$ cat src/pkg/ssf_pkg.sv
// Register map, field positions and reset values of the serial status block
package ssf_pkg;

   // Register byte offsets on the APB port
   localparam logic [7:0] OFS_STATUS   = 8'h00;
   localparam logic [7:0] OFS_CONTROL  = 8'h04;
   localparam logic [7:0] OFS_TX_DATA  = 8'h08;
   localparam logic [7:0] OFS_RX_DATA  = 8'h0c;
   localparam logic [7:0] OFS_IRQ_STAT = 8'h10;
   localparam logic [7:0] OFS_IRQ_MASK = 8'h14;

   // Serial status register fields
   localparam int BIT_TX_EMPTY  = 7;
   localparam int BIT_RX_FULL   = 6;
   localparam int BIT_OVERRUN   = 5;
   localparam int BIT_FRAME_ERR = 4;
   localparam int BIT_PARITY    = 3;
   localparam int BIT_TX_END    = 2;

   // Serial control register fields
   localparam int BIT_TX_ENABLE = 5;
   localparam int BIT_RX_ENABLE = 4;

   // Reset values
   localparam logic [7:0] STATUS_RESET  = 8'h84;
   localparam logic [7:0] CONTROL_RESET = 8'h00;
   localparam logic [7:0] IRQ_RESET     = 8'h00;

   // Writable bits of the control and interrupt registers
   localparam logic [7:0] CONTROL_WMASK = 8'h30;
   localparam logic [7:0] IRQ_WMASK     = 8'hf8;

   // Number of software-clearable flags and their lowest position
   localparam int NUM_FLAGS = 5;
   localparam int FLAG_LSB  = 3;

endpackage : ssf_pkg

$ cat src/design/ssf_clr_flag.sv
// One status flag that software may only clear, and only after reading a one
module ssf_clr_flag #(
   parameter logic RESET_VAL = 1'b0
) (
   // Clock and reset
   input  wire logic pclk,
   input  wire logic presetn,
   // Low-power reload to the reset value
   input  wire logic reload,
   // Hardware set and clear
   input  wire logic set_ev,
   input  wire logic hw_clr,
   // Software access
   input  wire logic seen_one,
   input  wire logic wr_status,
   input  wire logic wr_bit,
   // Flag
   output logic      flag
);

   logic armed;

   // Armed once software has read this flag as one
   always_ff @(posedge pclk or negedge presetn) begin
      if (!presetn) begin
         armed <= 1'b0;
      end else if (reload || wr_status) begin
         armed <= 1'b0;
      end else if (seen_one) begin
         armed <= 1'b1;
      end else if (!flag) begin
         armed <= 1'b0; // A hardware clear voids the earlier read
      end
   end

   // Reload wins over all; set wins over any other clear in the same cycle
   always_ff @(posedge pclk or negedge presetn) begin
      if (!presetn) begin
         flag <= RESET_VAL;
      end else if (reload) begin
         flag <= RESET_VAL;
      end else if (set_ev) begin
         flag <= 1'b1;
      end else if (hw_clr) begin
         flag <= 1'b0;
      end else if (wr_status && !wr_bit && armed) begin
         flag <= 1'b0; // Writing one, or zero unread, does nothing
      end
   end

endmodule : ssf_clr_flag

$ cat src/design/ssf_serial_status.sv
// Serial status flags with control, data and interrupt registers over APB
//
// What this block does
// - Status loads 0x84 on reset and standby
// - Flags: tx empty 7, rx full 6, overrun 5
// - Software writing one never sets a flag
// - Writing zero after reading one clears flag
// - Tx empty forced high while tx disabled
// - Tx empty sets when holding moves out
// - Writing transmit byte clears tx empty
// - Good reception loads holding, sets rx full
// - Reading receive holding clears rx full
// - Errors or rx disabled leave holding alone
// - Reception while full flags overrun, drops byte
// - Overrun detection sets the overrun flag
// - Overrun suspends reception; sync mode also transmission
// - Overrun keeps old byte, loses new one
// - Disabling receiver leaves receive flags unchanged
//
// Design decisions made here: the APB slave port and the placing of the registers.
module ssf_serial_status #(
   parameter int DATA_W = 8
) (
   // Clock and reset
   input  wire logic              pclk,
   input  wire logic              presetn,
   // APB slave
   input  wire logic              psel,
   input  wire logic              penable,
   input  wire logic              pwrite,
   input  wire logic [7:0]        paddr,
   input  wire logic [31:0]       pwdata,
   output logic                   pready,
   output logic [31:0]            prdata,
   output logic                   pslverr,
   // Low-power mode entry, level from the power controller
   input  wire logic              standby,
   // Mode select: high for clocked synchronous operation
   input  wire logic              sync_mode,
   // Transmit shift engine
   output logic [DATA_W-1:0]      tx_data,
   output logic                   tx_valid,
   input  wire logic              tx_take,
   input  wire logic              tx_shift_idle,
   // Receive shift engine
   input  wire logic              rx_done,
   input  wire logic [DATA_W-1:0] rx_data,
   input  wire logic              rx_frame_err,
   input  wire logic              rx_parity_err,
   output logic                   rx_suspend,
   // Interrupt
   output logic                   irq
);

   // Flag count sets the width of the flag vector below
   localparam int NUM_FLAG_C = ssf_pkg::NUM_FLAGS;

   // Register state and assembled status
   logic [7:0]        control;
   logic [7:0]        irq_stat;
   logic [7:0]        irq_mask;
   logic [DATA_W-1:0] rx_hold;
   logic              tx_end;
   logic [7:0]        status;
   logic [7:0]        rd_seen;

   // Bus phases and decode
   logic              setup;
   logic              access;
   logic              wr_now;
   logic              rd_now;
   logic              hit;

   // Enables and receive qualifiers
   logic              tx_en;
   logic              rx_en;
   logic              rx_live;
   logic              rx_bad;
   logic              rx_good;
   logic              overrun_ev;
   logic              rx_load;

   // Strobes, events, read data and flag cells
   logic              wr_stat;
   logic              tx_write;
   logic              rx_read;
   logic [7:0]        ev_vec;
   logic [7:0]        next_prdata;
   logic [NUM_FLAG_C-1:0] flags;

   // Address decode shared by read and write strobes and error answer
   function automatic logic mapped(input logic [7:0] a);
      mapped = (a == ssf_pkg::OFS_STATUS)   || (a == ssf_pkg::OFS_CONTROL) ||
               (a == ssf_pkg::OFS_TX_DATA)  || (a == ssf_pkg::OFS_RX_DATA) ||
               (a == ssf_pkg::OFS_IRQ_STAT) || (a == ssf_pkg::OFS_IRQ_MASK);
   endfunction : mapped

   // Masked register update for software writes
   function automatic logic [7:0] merge(input logic [7:0] old,
                                        input logic [7:0] wd,
                                        input logic [7:0] wm);
      merge = (old & ~wm) | (wd & wm);
   endfunction : merge

   // APB phases; the slave never waits, so every access is one cycle
   assign setup    = psel && !penable;
   assign access   = psel && penable;
   assign hit      = mapped(paddr);
   assign wr_now   = access && pwrite && hit;
   assign rd_now   = access && !pwrite && hit;
   assign pready   = 1'b1;
   assign pslverr  = access && !hit;

   // Register strobes
   assign wr_stat  = wr_now && (paddr == ssf_pkg::OFS_STATUS);
   assign tx_write = wr_now && (paddr == ssf_pkg::OFS_TX_DATA) && tx_en;
   assign rx_read  = rd_now && (paddr == ssf_pkg::OFS_RX_DATA);

   // Enable bits; clearing tx enable also forces tx empty high
   assign tx_en = control[ssf_pkg::BIT_TX_ENABLE];
   assign rx_en = control[ssf_pkg::BIT_RX_ENABLE];

   // Reception gating; flags and data hold while the receiver is off
   assign rx_live    = rx_done && rx_en && !rx_suspend;
   assign rx_bad     = rx_frame_err || rx_parity_err;
   assign rx_good    = rx_live && !rx_bad;
   assign overrun_ev = rx_good && status[ssf_pkg::BIT_RX_FULL];
   assign rx_load    = rx_good && !status[ssf_pkg::BIT_RX_FULL];

   // Overrun and framing errors stall reception until software clears them
   assign rx_suspend =
      flags[ssf_pkg::BIT_OVERRUN - ssf_pkg::FLAG_LSB] ||
      flags[ssf_pkg::BIT_FRAME_ERR - ssf_pkg::FLAG_LSB];

   // Transmit offer; in synchronous mode an overrun also stops sending
   assign tx_valid = tx_en && !status[ssf_pkg::BIT_TX_EMPTY] &&
                     !(sync_mode && rx_suspend);

   // Control register, cleared by low-power entry as well
   always_ff @(posedge pclk or negedge presetn) begin
      if (!presetn) begin
         control <= ssf_pkg::CONTROL_RESET;
      end else if (standby) begin
         control <= ssf_pkg::CONTROL_RESET;
      end else if (wr_now && (paddr == ssf_pkg::OFS_CONTROL)) begin
         control <= merge(control, pwdata[7:0], ssf_pkg::CONTROL_WMASK);
      end
   end

   // Transmit holding register
   always_ff @(posedge pclk or negedge presetn) begin
      if (!presetn) begin
         tx_data <= '0;
      end else if (tx_write) begin
         tx_data <= pwdata[DATA_W-1:0];
      end
   end

   // Receive holding keeps the older byte on overrun or error
   always_ff @(posedge pclk or negedge presetn) begin
      if (!presetn) begin
         rx_hold <= '0;
      end else if (rx_load) begin
         rx_hold <= rx_data;
      end
   end

   // Which flags software last saw as one, from the data it was given
   assign rd_seen = (rd_now && (paddr == ssf_pkg::OFS_STATUS)) ?
                    prdata[7:0] : 8'h00;

   // Flag cells: transmit empty, receive full, overrun, framing, parity
   ssf_clr_flag #(.RESET_VAL(ssf_pkg::STATUS_RESET[ssf_pkg::BIT_TX_EMPTY]))
   u_tx_empty (
      .pclk      (pclk),
      .presetn   (presetn),
      .reload    (standby),
      .set_ev    (tx_take || !tx_en),
      .hw_clr    (tx_write),
      .seen_one  (rd_seen[ssf_pkg::BIT_TX_EMPTY]),
      .wr_status (wr_stat),
      .wr_bit    (pwdata[ssf_pkg::BIT_TX_EMPTY]),
      .flag      (flags[ssf_pkg::BIT_TX_EMPTY - ssf_pkg::FLAG_LSB])
   );

   // Receive full; a read of the holding byte clears it
   ssf_clr_flag #(.RESET_VAL(ssf_pkg::STATUS_RESET[ssf_pkg::BIT_RX_FULL]))
   u_rx_full (
      .pclk      (pclk),
      .presetn   (presetn),
      .reload    (standby),
      .set_ev    (rx_load),
      .hw_clr    (rx_read),
      .seen_one  (rd_seen[ssf_pkg::BIT_RX_FULL]),
      .wr_status (wr_stat),
      .wr_bit    (pwdata[ssf_pkg::BIT_RX_FULL]),
      .flag      (flags[ssf_pkg::BIT_RX_FULL - ssf_pkg::FLAG_LSB])
   );

   // Overrun has no hardware clear; only software or standby drops it
   ssf_clr_flag #(.RESET_VAL(ssf_pkg::STATUS_RESET[ssf_pkg::BIT_OVERRUN]))
   u_overrun (
      .pclk      (pclk),
      .presetn   (presetn),
      .reload    (standby),
      .set_ev    (overrun_ev),
      .hw_clr    (1'b0),
      .seen_one  (rd_seen[ssf_pkg::BIT_OVERRUN]),
      .wr_status (wr_stat),
      .wr_bit    (pwdata[ssf_pkg::BIT_OVERRUN]),
      .flag      (flags[ssf_pkg::BIT_OVERRUN - ssf_pkg::FLAG_LSB])
   );

   ssf_clr_flag #(.RESET_VAL(ssf_pkg::STATUS_RESET[ssf_pkg::BIT_FRAME_ERR]))
   u_frame_err (
      .pclk      (pclk),
      .presetn   (presetn),
      .reload    (standby),
      .set_ev    (rx_live && rx_frame_err),
      .hw_clr    (1'b0),
      .seen_one  (rd_seen[ssf_pkg::BIT_FRAME_ERR]),
      .wr_status (wr_stat),
      .wr_bit    (pwdata[ssf_pkg::BIT_FRAME_ERR]),
      .flag      (flags[ssf_pkg::BIT_FRAME_ERR - ssf_pkg::FLAG_LSB])
   );

   ssf_clr_flag #(.RESET_VAL(ssf_pkg::STATUS_RESET[ssf_pkg::BIT_PARITY]))
   u_parity (
      .pclk      (pclk),
      .presetn   (presetn),
      .reload    (standby),
      .set_ev    (rx_live && rx_parity_err),
      .hw_clr    (1'b0),
      .seen_one  (rd_seen[ssf_pkg::BIT_PARITY]),
      .wr_status (wr_stat),
      .wr_bit    (pwdata[ssf_pkg::BIT_PARITY]),
      .flag      (flags[ssf_pkg::BIT_PARITY - ssf_pkg::FLAG_LSB])
   );

   // Transmit end: holding empty and shifter idle, one cycle behind
   always_ff @(posedge pclk or negedge presetn) begin
      if (!presetn) begin
         tx_end <= ssf_pkg::STATUS_RESET[ssf_pkg::BIT_TX_END];
      end else if (standby) begin
         tx_end <= ssf_pkg::STATUS_RESET[ssf_pkg::BIT_TX_END];
      end else begin
         tx_end <= status[ssf_pkg::BIT_TX_EMPTY] && tx_shift_idle;
      end
   end

   // Assembled status byte, low two bits read as zero
   assign status = {flags[NUM_FLAG_C-1:0], tx_end, 2'b00};

   // Interrupt events share the status layout
   assign ev_vec = {tx_take || tx_write, rx_load, overrun_ev,
                    rx_live && rx_frame_err, rx_live && rx_parity_err,
                    3'b000};

   // Sticky interrupt status, write one to clear, set wins
   always_ff @(posedge pclk or negedge presetn) begin
      if (!presetn) begin
         irq_stat <= ssf_pkg::IRQ_RESET;
      end else if (wr_now && (paddr == ssf_pkg::OFS_IRQ_STAT)) begin
         irq_stat <= (irq_stat & ~(pwdata[7:0] & ssf_pkg::IRQ_WMASK)) |
                     ev_vec;
      end else begin
         irq_stat <= irq_stat | ev_vec;
      end
   end

   // Interrupt mask
   always_ff @(posedge pclk or negedge presetn) begin
      if (!presetn) begin
         irq_mask <= ssf_pkg::IRQ_RESET;
      end else if (wr_now && (paddr == ssf_pkg::OFS_IRQ_MASK)) begin
         irq_mask <= merge(irq_mask, pwdata[7:0], ssf_pkg::IRQ_WMASK);
      end
   end

   // Level output; stays high until every unmasked bit is cleared
   assign irq = |(irq_stat & irq_mask);

   // Read mux, evaluated in the setup cycle
   always_comb begin
      next_prdata = 8'h00;
      case (paddr)
         ssf_pkg::OFS_STATUS:   next_prdata = status;
         ssf_pkg::OFS_CONTROL:  next_prdata = control;
         ssf_pkg::OFS_TX_DATA:  next_prdata = 8'(tx_data);
         ssf_pkg::OFS_RX_DATA:  next_prdata = 8'(rx_hold);
         ssf_pkg::OFS_IRQ_STAT: next_prdata = irq_stat;
         ssf_pkg::OFS_IRQ_MASK: next_prdata = irq_mask;
         default:               next_prdata = 8'h00;
      endcase
   end

   // Read data captured at setup so it is a flop in the access phase;
   // side effects of the read then act on exactly the value returned
   always_ff @(posedge pclk or negedge presetn) begin
      if (!presetn) begin
         prdata <= 32'h0000_0000;
      end else if (setup && !pwrite) begin
         prdata <= {24'h00_0000, next_prdata};
      end
   end

endmodule : ssf_serial_status

$ cat config.mk
export PLATFORM = sky130hd
export DESIGN_NAME = ssf_serial_status
export DESIGN_NICKNAME = d
export VERILOG_FILES = /design/src/pkg/ssf_pkg.sv /design/src/design/ssf_clr_flag.sv /design/src/design/ssf_serial_status.sv
export SDC_FILE = /design/constraint.sdc
export NUM_CORES = 1
export LEC_CHECK = 0
export ABC_AREA = 1
export BUFFER_PORTS_ARGS = -buffer_cell sky130_fd_sc_hd__buf_4
export CAP_MARGIN = 20
export CORE_MARGIN = 2
export CORE_UTILIZATION = 40
export DETAILED_ROUTE_END_ITERATION = 6
export PLACE_DENSITY = 0.66
export SYNTH_ARGS = -nofsm -noshare
export SYNTH_HDL_FRONTEND = slang
export SYNTH_SLANG_ARGS = --single-unit
$ cat constraint.sdc
create_clock -name pclk -period 1.7 [get_ports pclk]
set_clock_uncertainty 0.1 [all_clocks]
set_input_delay 0.085 -clock pclk [delete_from_list [all_inputs] [get_ports pclk]]
set_output_delay 0.085 -clock pclk [all_outputs]
set_load 0.05 [all_outputs]
=== Word level (Yosys, flattened, before mapping) ===
Cells that the tools add are included.

* Add/subtract/negate cells: 0
* $mul: 0
* Divide/modulo/power cells: 0
* Magnitude comparators: 0
* Equality and inequality tests: 10
* Shift-type cells: 0
* Multiplexer cells: 38
* Bitwise gates (word level): 7
* Reduce and logical (&&, ||, !) cells: 69

{| class="wikitable"
|+ Operators by type and width
! kind !! count
|-
| $pmux W8 S6 || 1
|-
| $logic_and A1 B1 Y1 || 37
|-
| $mux W1 || 33
|-
| $mux W8 || 4
|-
| $and A8 B8 Y8 || 2
|-
| $eq A8 B4 Y1 const B || 2
|-
| $eq A8 B5 Y1 const B || 2
|-
| $or A8 B8 Y8 || 2
|-
| $logic_not A1 Y1 || 14
|-
| $logic_or A1 B1 Y1 || 10
|-
| $ne A3 B2 Y1 const B || 3
|-
| $reduce_bool A3 Y1 || 3
|-
| $eq A8 B3 Y1 const B || 1
|-
| $logic_not A8 Y1 || 1
|-
| $not A8 Y8 || 1
|-
| $or A3 B8 Y8 || 1
|-
| $or A8 B6 Y8 || 1
|-
| $reduce_bool A4 Y1 || 2
|-
| $reduce_or A8 Y1 || 1
|-
| $ne A3 B3 Y1 const B || 2
|-
| $reduce_bool A2 Y1 || 1
|}

* Flip-flop bits (word level): 59
* Latch bits: 0
* Memory bits (writable): 0
* Memory bits (read-only): 0
* Input port bits: 60
* Output and inout bits: 45
* Word-level logic and storage cells: 141
* Memories: 0

=== Logic depth before layout (Yosys ltp) ===
Gate-level depths: netlist of the first run.

* Depth after elaboration: 14
* Gate-level depth with buffers: 11
* Depth with buffers taken out: 11

=== Hierarchy ===
Synthesis of the first run repeated with hierarchy kept, for this count alone.

* Cells, all modules: 397
* Area total of the unflattened synthesis: 2862.7 um^2

{| class="wikitable"
|+ Modules (own cells, without submodules)
! module !! times used !! cells an instance !! area each (um^2) !! seq. area each (um^2)
|-
| ssf_serial_status || 1 || 326 || 2338.5 || 927.1
|-
| ssf_clr_flag at u_frame_err ... || 4 || 14 || 105.1 || 50.0
|-
| ssf_clr_flag at u_tx_empty || 1 || 15 || 103.8 || 51.3
|}

=== Least setup slack after synthesis of the first run ===
OpenSTA, ideal clock, no wires.

* Kind: register to output
* From: register u_overrun.flag
* To: output port tx_valid
* Arrival: 1947 ps
* Data required time: 1515 ps
* Setup slack: -432 ps
* Stages on the path, launching flop included: 4
* Path buffers: 0
* Cells stage by stage: dfrtp_1 > nor2_1 > inv_1 > a211oi_1

* Longest elaborated chain between the ends: 4

{| class="wikitable"
|+ Ends and longest elaborated chain
! item !! RTL line !! RTL
|-
| from (decl) || ssf_clr_flag.sv:18 || <nowiki>output logic flag</nowiki>
|-
| from (signal assigned) || ssf_clr_flag.sv:39 || <nowiki>flag <= RESET_VAL;</nowiki>
|-
| from (signal assigned) || ssf_clr_flag.sv:41 || <nowiki>flag <= RESET_VAL;</nowiki>
|-
| from (signal assigned) || ssf_clr_flag.sv:43 || <nowiki>flag <= 1'b1;</nowiki>
|-
| $logic_or A1 B1 Y1 || ssf_serial_status.sv:132 || <nowiki>flags[ssf_pkg::BIT_OVERRUN - ssf_pkg::FLAG_LSB] ||</nowiki>
|-
| via rx_suspend || ssf_serial_status.sv:50 || <nowiki>output logic rx_suspend,</nowiki>
|-
| $logic_and A1 B1 Y1 || ssf_serial_status.sv:137 || <nowiki>!(sync_mode && rx_suspend);</nowiki>
|-
| $logic_not A1 Y1 || ssf_serial_status.sv:137 ||
|-
| $logic_and A1 B1 Y1 || ssf_serial_status.sv:136 || <nowiki>assign tx_valid = tx_en && !status[ssf_pkg::BIT_TX_EMPTY] &&</nowiki>
|-
| to (decl) || ssf_serial_status.sv:42 || <nowiki>output logic tx_valid,</nowiki>
|}

The timed path passes the listed nets, and every way through them passes these cells.

=== Worst setup path in the final report of the first run ===
* From: register irq_stat[6]
* To: output port irq

* Longest elaborated chain between the ends: 2

{| class="wikitable"
|+ Ends and longest elaborated chain
! item !! RTL line !! RTL
|-
| from (decl) || ssf_serial_status.sv:60 || <nowiki>logic [7:0] irq_stat;</nowiki>
|-
| from (signal assigned) || ssf_serial_status.sv:262 || <nowiki>irq_stat <= ssf_pkg::IRQ_RESET;</nowiki>
|-
| from (signal assigned) || ssf_serial_status.sv:264 || <nowiki>irq_stat <= (irq_stat & ~(pwdata[7:0] & ssf_pkg::IRQ_WMASK)) |</nowiki>
|-
| from (signal assigned) || ssf_serial_status.sv:267 || <nowiki>irq_stat <= irq_stat | ev_vec;</nowiki>
|-
| $and A8 B8 Y8 || ssf_serial_status.sv:281 || <nowiki>assign irq = |(irq_stat & irq_mask);</nowiki>
|-
| $reduce_or A8 Y1 || ssf_serial_status.sv:281 ||
|-
| to (decl) || ssf_serial_status.sv:52 || <nowiki>output logic irq</nowiki>
|}

Every way passes these cells.

==> results of run 1 <==
==> kinds of logic (layout without fill, tap and decap cells) <==
group | Yosys count | after routing
muxes | 7 | 7
and+or+nand+nor | 161 | 161
other | 2 | 25
AOI/OAI and AO/OA | 41 | 41
buffers and inverters | 62 | 120
DFF | 47 | 47
==> sequential cells by signal, indices dropped and copies added (netlist names) <==
register	count
prdata	8
rx_hold	8
tx_data	8
irq_mask	5
irq_stat	5
control	2
tx_end	1
u_frame_err.armed	1
u_frame_err.flag	1
u_overrun.armed	1
u_overrun.flag	1
u_parity.armed	1
u_parity.flag	1
u_rx_full.armed	1
u_rx_full.flag	1
u_tx_empty.armed	1
u_tx_empty.flag	1
==> layer usage <==
metal	up-vias	track usage (%)	wire length (µm)
met4	0	5.13	115
met1	1068	26.8	2930
met5	-	0	0
met2	73	30.0	3010
li1	1121	-	-
met3	10	3.46	284
==> cells in the final DEF (no fill, tap or decap), types with 3 or more instances in the layout <==
master	netlist	final
o21ai_0	18	18
nor2_2	4	3
nand2_2	6	6
clkbuf_8	0	5
nand2_1	106	106
a21oi_1	11	11
dfrtp_1	45	45
nor2_1	17	17
inv_1	32	31
buf_4	25	57
dlygate4sd3_1	0	19
conb_1	2	25
o21ai_2	6	6
mux2_2	7	7
nand4_1	6	6
nand3_1	15	15
==> cells in the mapped netlist (all sizes together) <==
cell,instances
a221oi,1
nor3,2
nand2,114
o22ai,1
a22o,2
nand3b,1
inv,34
a211oi,1
dfrtp,45
buf,27
nand4,6
mux2,7
conb,2
nand3,16
nor2,22
dfstp,2
clkinv,1
o21ai,25
a21oi,11
==> path summary, 6_finish.rpt <==
check	from	slack, ns	endpoint	cells past startpoint
max	irq_stat[6]$_DFF_PN0_	0.08	irq	5
min	pwdata[3]	0.006	tx_data[3]$_DFFE_PN0P_	3
max reg2reg	u_frame_err.flag$_DFFE_PN0P_	0.16	rx_hold[6]$_DFFE_PN0P_	6
min reg2reg	prdata[0]$_DFFE_PN0P_	0.39	prdata[0]$_DFFE_PN0P_	2
max in group asynchronous	presetn	0.88	irq_stat[5]$_DFF_PN0_	2
min in group asynchronous	presetn	0.23	rx_hold[7]$_DFFE_PN0P_	2
==> report_power, final <==
group | internal (µW) | switching, µW | leakage, µW
Sequential | 1120 | 1.06 | 0.000640
Combinational | 93.2 | 215 | 0.00107
Clock | 446 | 406 | 0.0000587
==> what timing repair did <==
action | in CTS | in global routing
hold endpoints to repair | 67 | 0
endpoints found under the setup margin | 0 | 8
gates resized for setup | 0 | 2
buffers inserted | 0 | 1
hold buffers | 19 | 0
==> through the flow <==
| stage | std cells | util, % | area, µm² | hold slack (ns) | setup WS [ns] |
|---|---|---|---|---|---|
| global placement | 450 | 47.2 | 2970 | 0.0285 | 0.153 |
| global route | 478 | 52.4 | 3290 | 0.0338 | 0.00478 |
| detailed placement | 450 | 47.2 | 2970 | 0.0338 | 0.142 |
| floorplan | 343 | - | 2650 | -0.311 | 0.125 |
| finish | 478 | 52.4 | 3290 | 0.00597 | 0.0777 |
| CTS | 477 | 52.1 | 3270 | 0.00408 | 0.0460 |
==> cell type report <==
cell class | count | share of cell area, %
clock buffer | 5 | 2.09
tap | 77 | 2.93
timing repair buffer | 77 | 19.1
inverter | 35 | 4.15
multi-input combinational | 234 | 34.4
sequential | 47 | 35.8
clock inverter | 3 | 1.45
==> worst reg2reg max path: stages, from the launching register on <==
cell and delay, ns:
dfrtp_1 0.44, nor2_1 0.13, inv_2 0.07, nor2_4 0.12, nand3b_1 0.09, buf_4 0.20
mux2_2 0.29
==> results_dict.tcl, run 1 <==
set metrics [dict create \
    status "finished clean" \
    setup_viol 0 \
    drc_errors 0 \
    die-area_um2 7040 \
    drv_cap 0 \
    p_leak_uw 0.00177 \
    clock_tree.root_cell "clkbuf_8" \
    synthAdderAreaFrac_pct 0 \
    route.vias.total 2272 \
    cp_top_family "flip-flops" \
    clk_latency_ns 0.31 \
    portBuffers 55 \
    hold_violations 0 \
    crit_path_start_kind "register" \
    p_total_uw 2280 \
    path_max_fanout 3 \
    ant_nets 0 \
    cts_buffers 5 \
    grt_start_max_net_pins 48 \
    cp_slowest_stage_delay_ns 0.40 \
    routedWlPerCell_um 13.3 \
    crit_buf_inv 1 \
    yosysTopAreaCell "dfrtp_1" \
    clockBufferDepth 2 \
    avgSynthCellArea_um2 7.98 \
    path_cells "nand2_1 > o21ai_0 > a221oi_1 > nand2_1 > buf_6" \
    min_path_type "in2reg" \
    rows 29 \
    maxSlewViolCount 0 \
    viasPerCell 4.75 \
    relSlewSlack_pct 61.2 \
    initial_utilization_pct 40.7 \
    rsz0062_at_grt "false" \
    cts.clk_slew.worst_paths_ns 0.10 \
    ir_drop_mv 0.438 \
    synth-simple-area-share_pct 27.6 \
    synth.area.mux_share_pct 3.09 \
    num-nets-final 460 \
    dp_hpwl_mm 4.79 \
    cp.required_ns 1.51 \
    syn-cell-area_um2 2550 \
    ys_seq_area_share_pct 46.2 \
    critPathMostFrequentCell "nand2_1" \
    finalCritPeriodShare_pct 95.4 \
    die_h_um 83.9 \
    die_x_um 83.9 \
    end_kind "output pin" \
    drt_pass1_iterations 4 \
    cts.sinks 47 \
    multiInputGateArea_um2 1130 \
    drive_above_1_share_pct 24.7 \
    clock.fmax_mhz 616 \
    antenna_found_initial 0 \
    synth_top_area_share_pct 44.1 \
    drt_iter0_drc 164 \
    final-seq-area_um2 1180 \
    grt_pass1_wl_mm 10.7 \
    synth_area_leaders "dfrtp_1 (44%), nand2_1 (16%), buf_4 (7.3%)" \
    grt_pass1_vias 2194 \
    io_pins 105 \
    p_per_area_nw_per_um2 694 \
    synth_compound_area_share_pct 9.51 \
    fin_tns_setup_ns 0 \
    netlist_instances 320 \
    ys_seq_elements 47 \
    crit_arrival_ns 1.44 \
    core_um2 6280 \
    place.gp.congestion 0.868 \
    synth_xor_area_share_pct 0 \
    grt-ovfl-total 0 \
    yosysUniqueCellTypes 30 \
    worstMarginPinSlew_ns 0.582 \
    slowest_stage "dfrtp_1" \
    cts_tree "done" \
    critPathKind "reg2out" \
    syn2layout_area_growth_pct 28.8 \
    cts_max_level 2 \
    track_usage_pct 19.0 \
    yosysWarnings 0 \
    fillers 627 \
    synth_top_family_by_area "simple AND/OR/NAND/NOR gates" \
    routed_wl_mm 6.34 \
    n_antenna_cell 0 \
    fin_crit_ns 1.62 \
]
No activity file was read; power rests on OpenSTA's default activity.
==> run 2: changes to the inputs <==
CORE_UTILIZATION = 50   (was 40)
PLACE_DENSITY = 0.81   (was 0.66)
SLEW_MARGIN = 25   (was default)
clock period = 1.9 ns   (was 1.7 ns; I/O delays follow)
==> results_dict.tcl, run 2 (synthesized netlist as in run 1, its figures left out) <==
set metrics [dict create \
    syn2layout_area_growth_pct 25.8 \
    clock.fmax_mhz 615 \
    layout_commonest_cell "nand2_1" \
    maxSlewViolCount 0 \
    antenna_found_initial 0 \
    crit_path_start_kind "register" \
    viasPerCell 5.08 \
    path_max_fanout 3 \
    min_path_type "in2reg" \
    fillers 439 \
    routed_wl_mm 6.41 \
    reg_top3 "prdata x8, rx_hold x8, tx_data x8" \
    final_cell_mix "nand2_1 (106), buf_4 (57), dfrtp_1 (45)" \
    cp_top_family "flip-flops" \
    portBuffers 55 \
    crit_buf_inv 1 \
    cts.clk_slew.worst_paths_ns 0.09 \
    p_leak_uw 0.00174 \
    crit_arrival_ns 1.43 \
    grt_pass1_vias 2154 \
    cp_slowest_stage_delay_ns 0.40 \
    ir_drop_mv 0.485 \
    die_x_um 75.5 \
    relSlewSlack_pct 61.1 \
    num-nets-final 457 \
    route.vias.total 2376 \
    drt_iter0_drc 188 \
    setup_viol 0 \
    track_usage_pct 24.0 \
    p_per_area_nw_per_um2 584 \
    end_kind "output pin" \
    critPathKind "reg2out" \
    die_h_um 75.5 \
    rows 26 \
    final-seq-area_um2 1180 \
    fin_hold_ws_ns 0.0212 \
    hold_violations 0 \
    path_cells "nand2_1 > o21ai_0 > a221oi_1 > nand2_1 > buf_4" \
    drc_errors 0 \
    multiInputGateArea_um2 1130 \
    core_um2 5010 \
    grt_pass1_wl_mm 10.0 \
    cp.required_ns 1.70 \
    worstMarginPinSlew_ns 0.584 \
    n_antenna_cell 0 \
    clk_latency_ns 0.31 \
    fin_tns_setup_ns 0 \
    drv_cap 0 \
    drt_pass1_iterations 4 \
    io_pins 105 \
    cts_tree "done" \
    post_cts_buffers 0 \
    clock_tree.root_cell "clkbuf_8" \
    cts_max_level 2 \
    die-area_um2 5690 \
    finalCritPeriodShare_pct 85.5 \
    place.gp.congestion 0.872 \
    grt_start_max_net_pins 48 \
    cts_buffers 5 \
    critPathMostFrequentCell "nand2_1" \
    fin_crit_ns 1.62 \
    routedWlPerCell_um 13.7 \
    grt-ovfl-total 0 \
    initial_utilization_pct 51.0 \
    drive_above_1_share_pct 24.1 \
    status "finished clean" \
    dp_hpwl_mm 4.68 \
    ant_nets 0 \
    cts.sinks 47 \
    slowest_stage "dfrtp_1" \
    clockBufferDepth 2 \
    rsz0062_at_grt "false" \
]
[run 2: cell count changes in the layout (fill, tap and decap cells not counted), sizes merged]
cell / change
buf: -1
bufinv: -1
clkbuf: +1
clkinvlp: +1
dlygate4sd3: -2
inv: -1
[run 2: per-layer routing]
layer  GRT usage, %  share of wire [%]  vias up
met5              0                  0        -
met4           6.04                2.0        0
met3           5.69                7.7       14
met2           39.3                 50      106
met1           32.3                 41     1134
li1               -                  -     1122
[run 2: path summary, 6_finish.rpt]
| kind | from | endpoint | slack, ns | depth (start not counted) |
|---|---|---|---|---|
| max | irq_mask[6]$_DFFE_PN0P_ | irq | 0.28 | 5 |
| min reg2reg | prdata[2]$_DFFE_PN0P_ | prdata[2]$_DFFE_PN0P_ | 0.39 | 2 |
| max reg2reg | u_overrun.flag$_DFFE_PN0P_ | rx_hold[4]$_DFFE_PN0P_ | 0.31 | 6 |
| min | pwdata[7] | tx_data[7]$_DFFE_PN0P_ | 0.02 | 3 |
| min in group asynchronous | presetn | rx_hold[3]$_DFFE_PN0P_ | 0.22 | 2 |
| max in group asynchronous | presetn | irq_stat[4]$_DFF_PN0_ | 1.08 | 2 |
[run 2: tightest hold or removal path: cells and delay by family]
kind	cells	cell delay, ns
compound gates	1	0.14
buf+inv	2	0.17
[run 2: power by group]
part | total, µW | switching, µW | internal, µW
registers | 1000 | 0.894 | 1000
clock network | 598 | 341 | 258
logic | 273 | 193 | 80.7
total | 1870 | 535 | 1340
[run 2: what timing repair did]
item                                   in CTS  in global routing
hold buffers                               17                  0
endpoints found under the hold margin      65                  0
gates resized for setup                     0                  0
[run 2: area by class of cell]
class | count | share of cell area [%]
Sequential cell | 47 | 36.7
Multi-Input combinational cell | 234 | 35.1
Timing Repair Buffer | 74 | 18.6
Inverter | 35 | 4.25
Tap cell | 70 | 2.73
Clock buffer | 6 | 2.26
Clock inverter | 2 | 0.390
[run 2: stage by stage]
step | instances | power, µW | cell area, µm² | setup slack [ns] | util (%)
after floorplan | 343 | 1210 | 2650 | 0.164 | -
after global placement | 443 | 1260 | 2960 | 0.354 | 59.0
after detailed placement | 443 | 1270 | 2960 | 0.348 | 59.0
after CTS | 468 | 1870 | 3210 | 0.290 | 64.1
after global routing | 468 | 1950 | 3210 | 0.223 | 64.1
final | 468 | 1870 | 3210 | 0.275 | 64.1
==> run 3: changes to the inputs <==
HOLD_SLACK_MARGIN = 0.03   (was default)
==> results_dict.tcl, run 3 (synthesized netlist as in run 1, its figures left out) <==
set metrics [dict create \
    viasPerCell 5.07 \
    crit_arrival_ns 1.43 \
    cts_max_level 2 \
    die_x_um 75.5 \
    path_max_fanout 3 \
    crit_start "irq_mask[6]$_DFFE_PN0P_" \
    crit_end "irq" \
    cts_buffers 5 \
    drt_pass1_iterations 4 \
    p_leak_uw 0.00175 \
    dp_hpwl_mm 4.68 \
    grt-ovfl-total 0 \
    place.gp.congestion 0.872 \
    timing.rr.start "u_overrun.flag$_DFFE_PN0P_" \
    grt_pass1_wl_mm 10.1 \
    final_cell_mix "nand2_1 (106), buf_4 (57), dfrtp_1 (45)" \
    clockBufferDepth 2 \
    setup_viol 0 \
    clock.fmax_mhz 616 \
    io_pins 105 \
    n_antenna_cell 0 \
    core_um2 5010 \
    num-nets-final 460 \
    drc_errors 0 \
    critPathKind "reg2out" \
    route.vias.total 2386 \
    rsz0062_at_grt "false" \
    relSlewSlack_pct 60.8 \
    fin_hold_ws_ns 0.0386 \
    drive_above_1_share_pct 23.9 \
    finalCritPeriodShare_pct 85.5 \
    ant_nets 0 \
    r2r_slack_ns 0.31 \
    routedWlPerCell_um 13.8 \
    post_cts_buffers 0 \
    cts.repair.resized 0 \
    portBuffers 55 \
    antenna_found_initial 0 \
    dpl_cell_area_um2 2960 \
    p_per_area_nw_per_um2 581 \
    maxSlewViolCount 0 \
    syn2layout_area_growth_pct 26.9 \
    rr_endpoint "rx_hold[4]$_DFFE_PN0P_" \
    hold_violations 0 \
    reg_top3 "prdata x8, rx_hold x8, tx_data x8" \
    grt_pass1_vias 2173 \
    crit_path_start_kind "register" \
    fin_tns_setup_ns 0 \
    min_path_type "in2reg" \
    layout_commonest_cell "nand2_1" \
    postLayoutCellArea_um2 3240 \
    die-area_um2 5690 \
    layout_setup_ws_ns 0.276 \
    fin_crit_ns 1.62 \
    cp.required_ns 1.70 \
    cts.clk_slew.worst_paths_ns 0.09 \
    cts_tree "done" \
    initial_utilization_pct 51.0 \
    drv_cap 0 \
    drt_iter0_drc 220 \
    rows 26 \
    track_usage_pct 24.2 \
    die_h_um 75.5 \
    grt_start_max_net_pins 48 \
    cts.sinks 47 \
    status "finished clean" \
    clock_tree.root_cell "clkbuf_8" \
    worstMarginPinSlew_ns 0.588 \
    clk_latency_ns 0.31 \
    routed_wl_mm 6.49 \
    end_kind "output pin" \
    reg2regPathDepth 6 \
    ir_drop_mv 0.488 \
    post-place-ws_ns 0.348 \
]
==> run 3: worst min-delay path by stage <==
stage | from | endpoint | slack, ns | depth (start not counted)
CTS | pwdata[4] | tx_data[4]$_DFFE_PN0P_ | 0.04 | 3
finish | pwdata[4] | tx_data[4]$_DFFE_PN0P_ | 0.04 | 3
global route | pwdata[4] | tx_data[4]$_DFFE_PN0P_ | 0.05 | 3
global placement | presetn | prdata[1]$_DFFE_PN0P_ | 0.03 | 1
floorplan | presetn | control[4]$_DFFE_PN0P_ | -0.30 | 0
detailed placement | presetn | rx_hold[3]$_DFFE_PN0P_ | 0.04 | 1
==> run 3: per-layer routing <==
metal | wire length, µm | vias to the layer above | GRT usage, % | part of all wire, %
li1 | - | 1126 | - | -
met1 | 2620 | 1136 | 32.3 | 40
met2 | 3240 | 112 | 40.1 | 50
met3 | 519 | 12 | 5.69 | 8.0
met4 | 116 | 0 | 6.04 | 1.8
met5 | 0 | - | 0 | 0
==> run 3: metrics by stage <==
step                      total power (µW)  std cells  util [%]
after floorplan                       1210        343         -
after global placement                1260        443      59.0
after detailed placement              1270        443      59.0
after CTS                             1880        471      64.7
after global routing                  1960        471      64.7
final                                 1880        471      64.7
==> run 3: power breakdown <==
part | internal [µW] | switching, µW | leakage (µW)
combinational | 84.7 | 194 | 0.00107
clock | 258 | 344 | 0.0000412
sequential | 1000 | 0.897 | 0.000640
==> run 3: final cells by class <==
cell class,count,area (µm²)
Tap cell,70,87.6
Sequential cell,47,1180
Multi-Input combinational cell,234,1130
Clock inverter,2,12.5
Timing Repair Buffer,77,628
Inverter,35,136
Clock buffer,6,72.6
Fill cell,436,1770
==> run 3: timing repair <==
item,CTS,global route
endpoints found under the hold margin,68,0
setup endpoints to repair,0,0
hold buffers,20,0
==> run 3: critical path, stage by stage, from the launching register on <==
cell and delay (ns):
dfrtp_1 0.40, nand2_1 0.10, o21ai_0 0.08, a221oi_1 0.23
nand2_1 0.11, buf_4 0.20
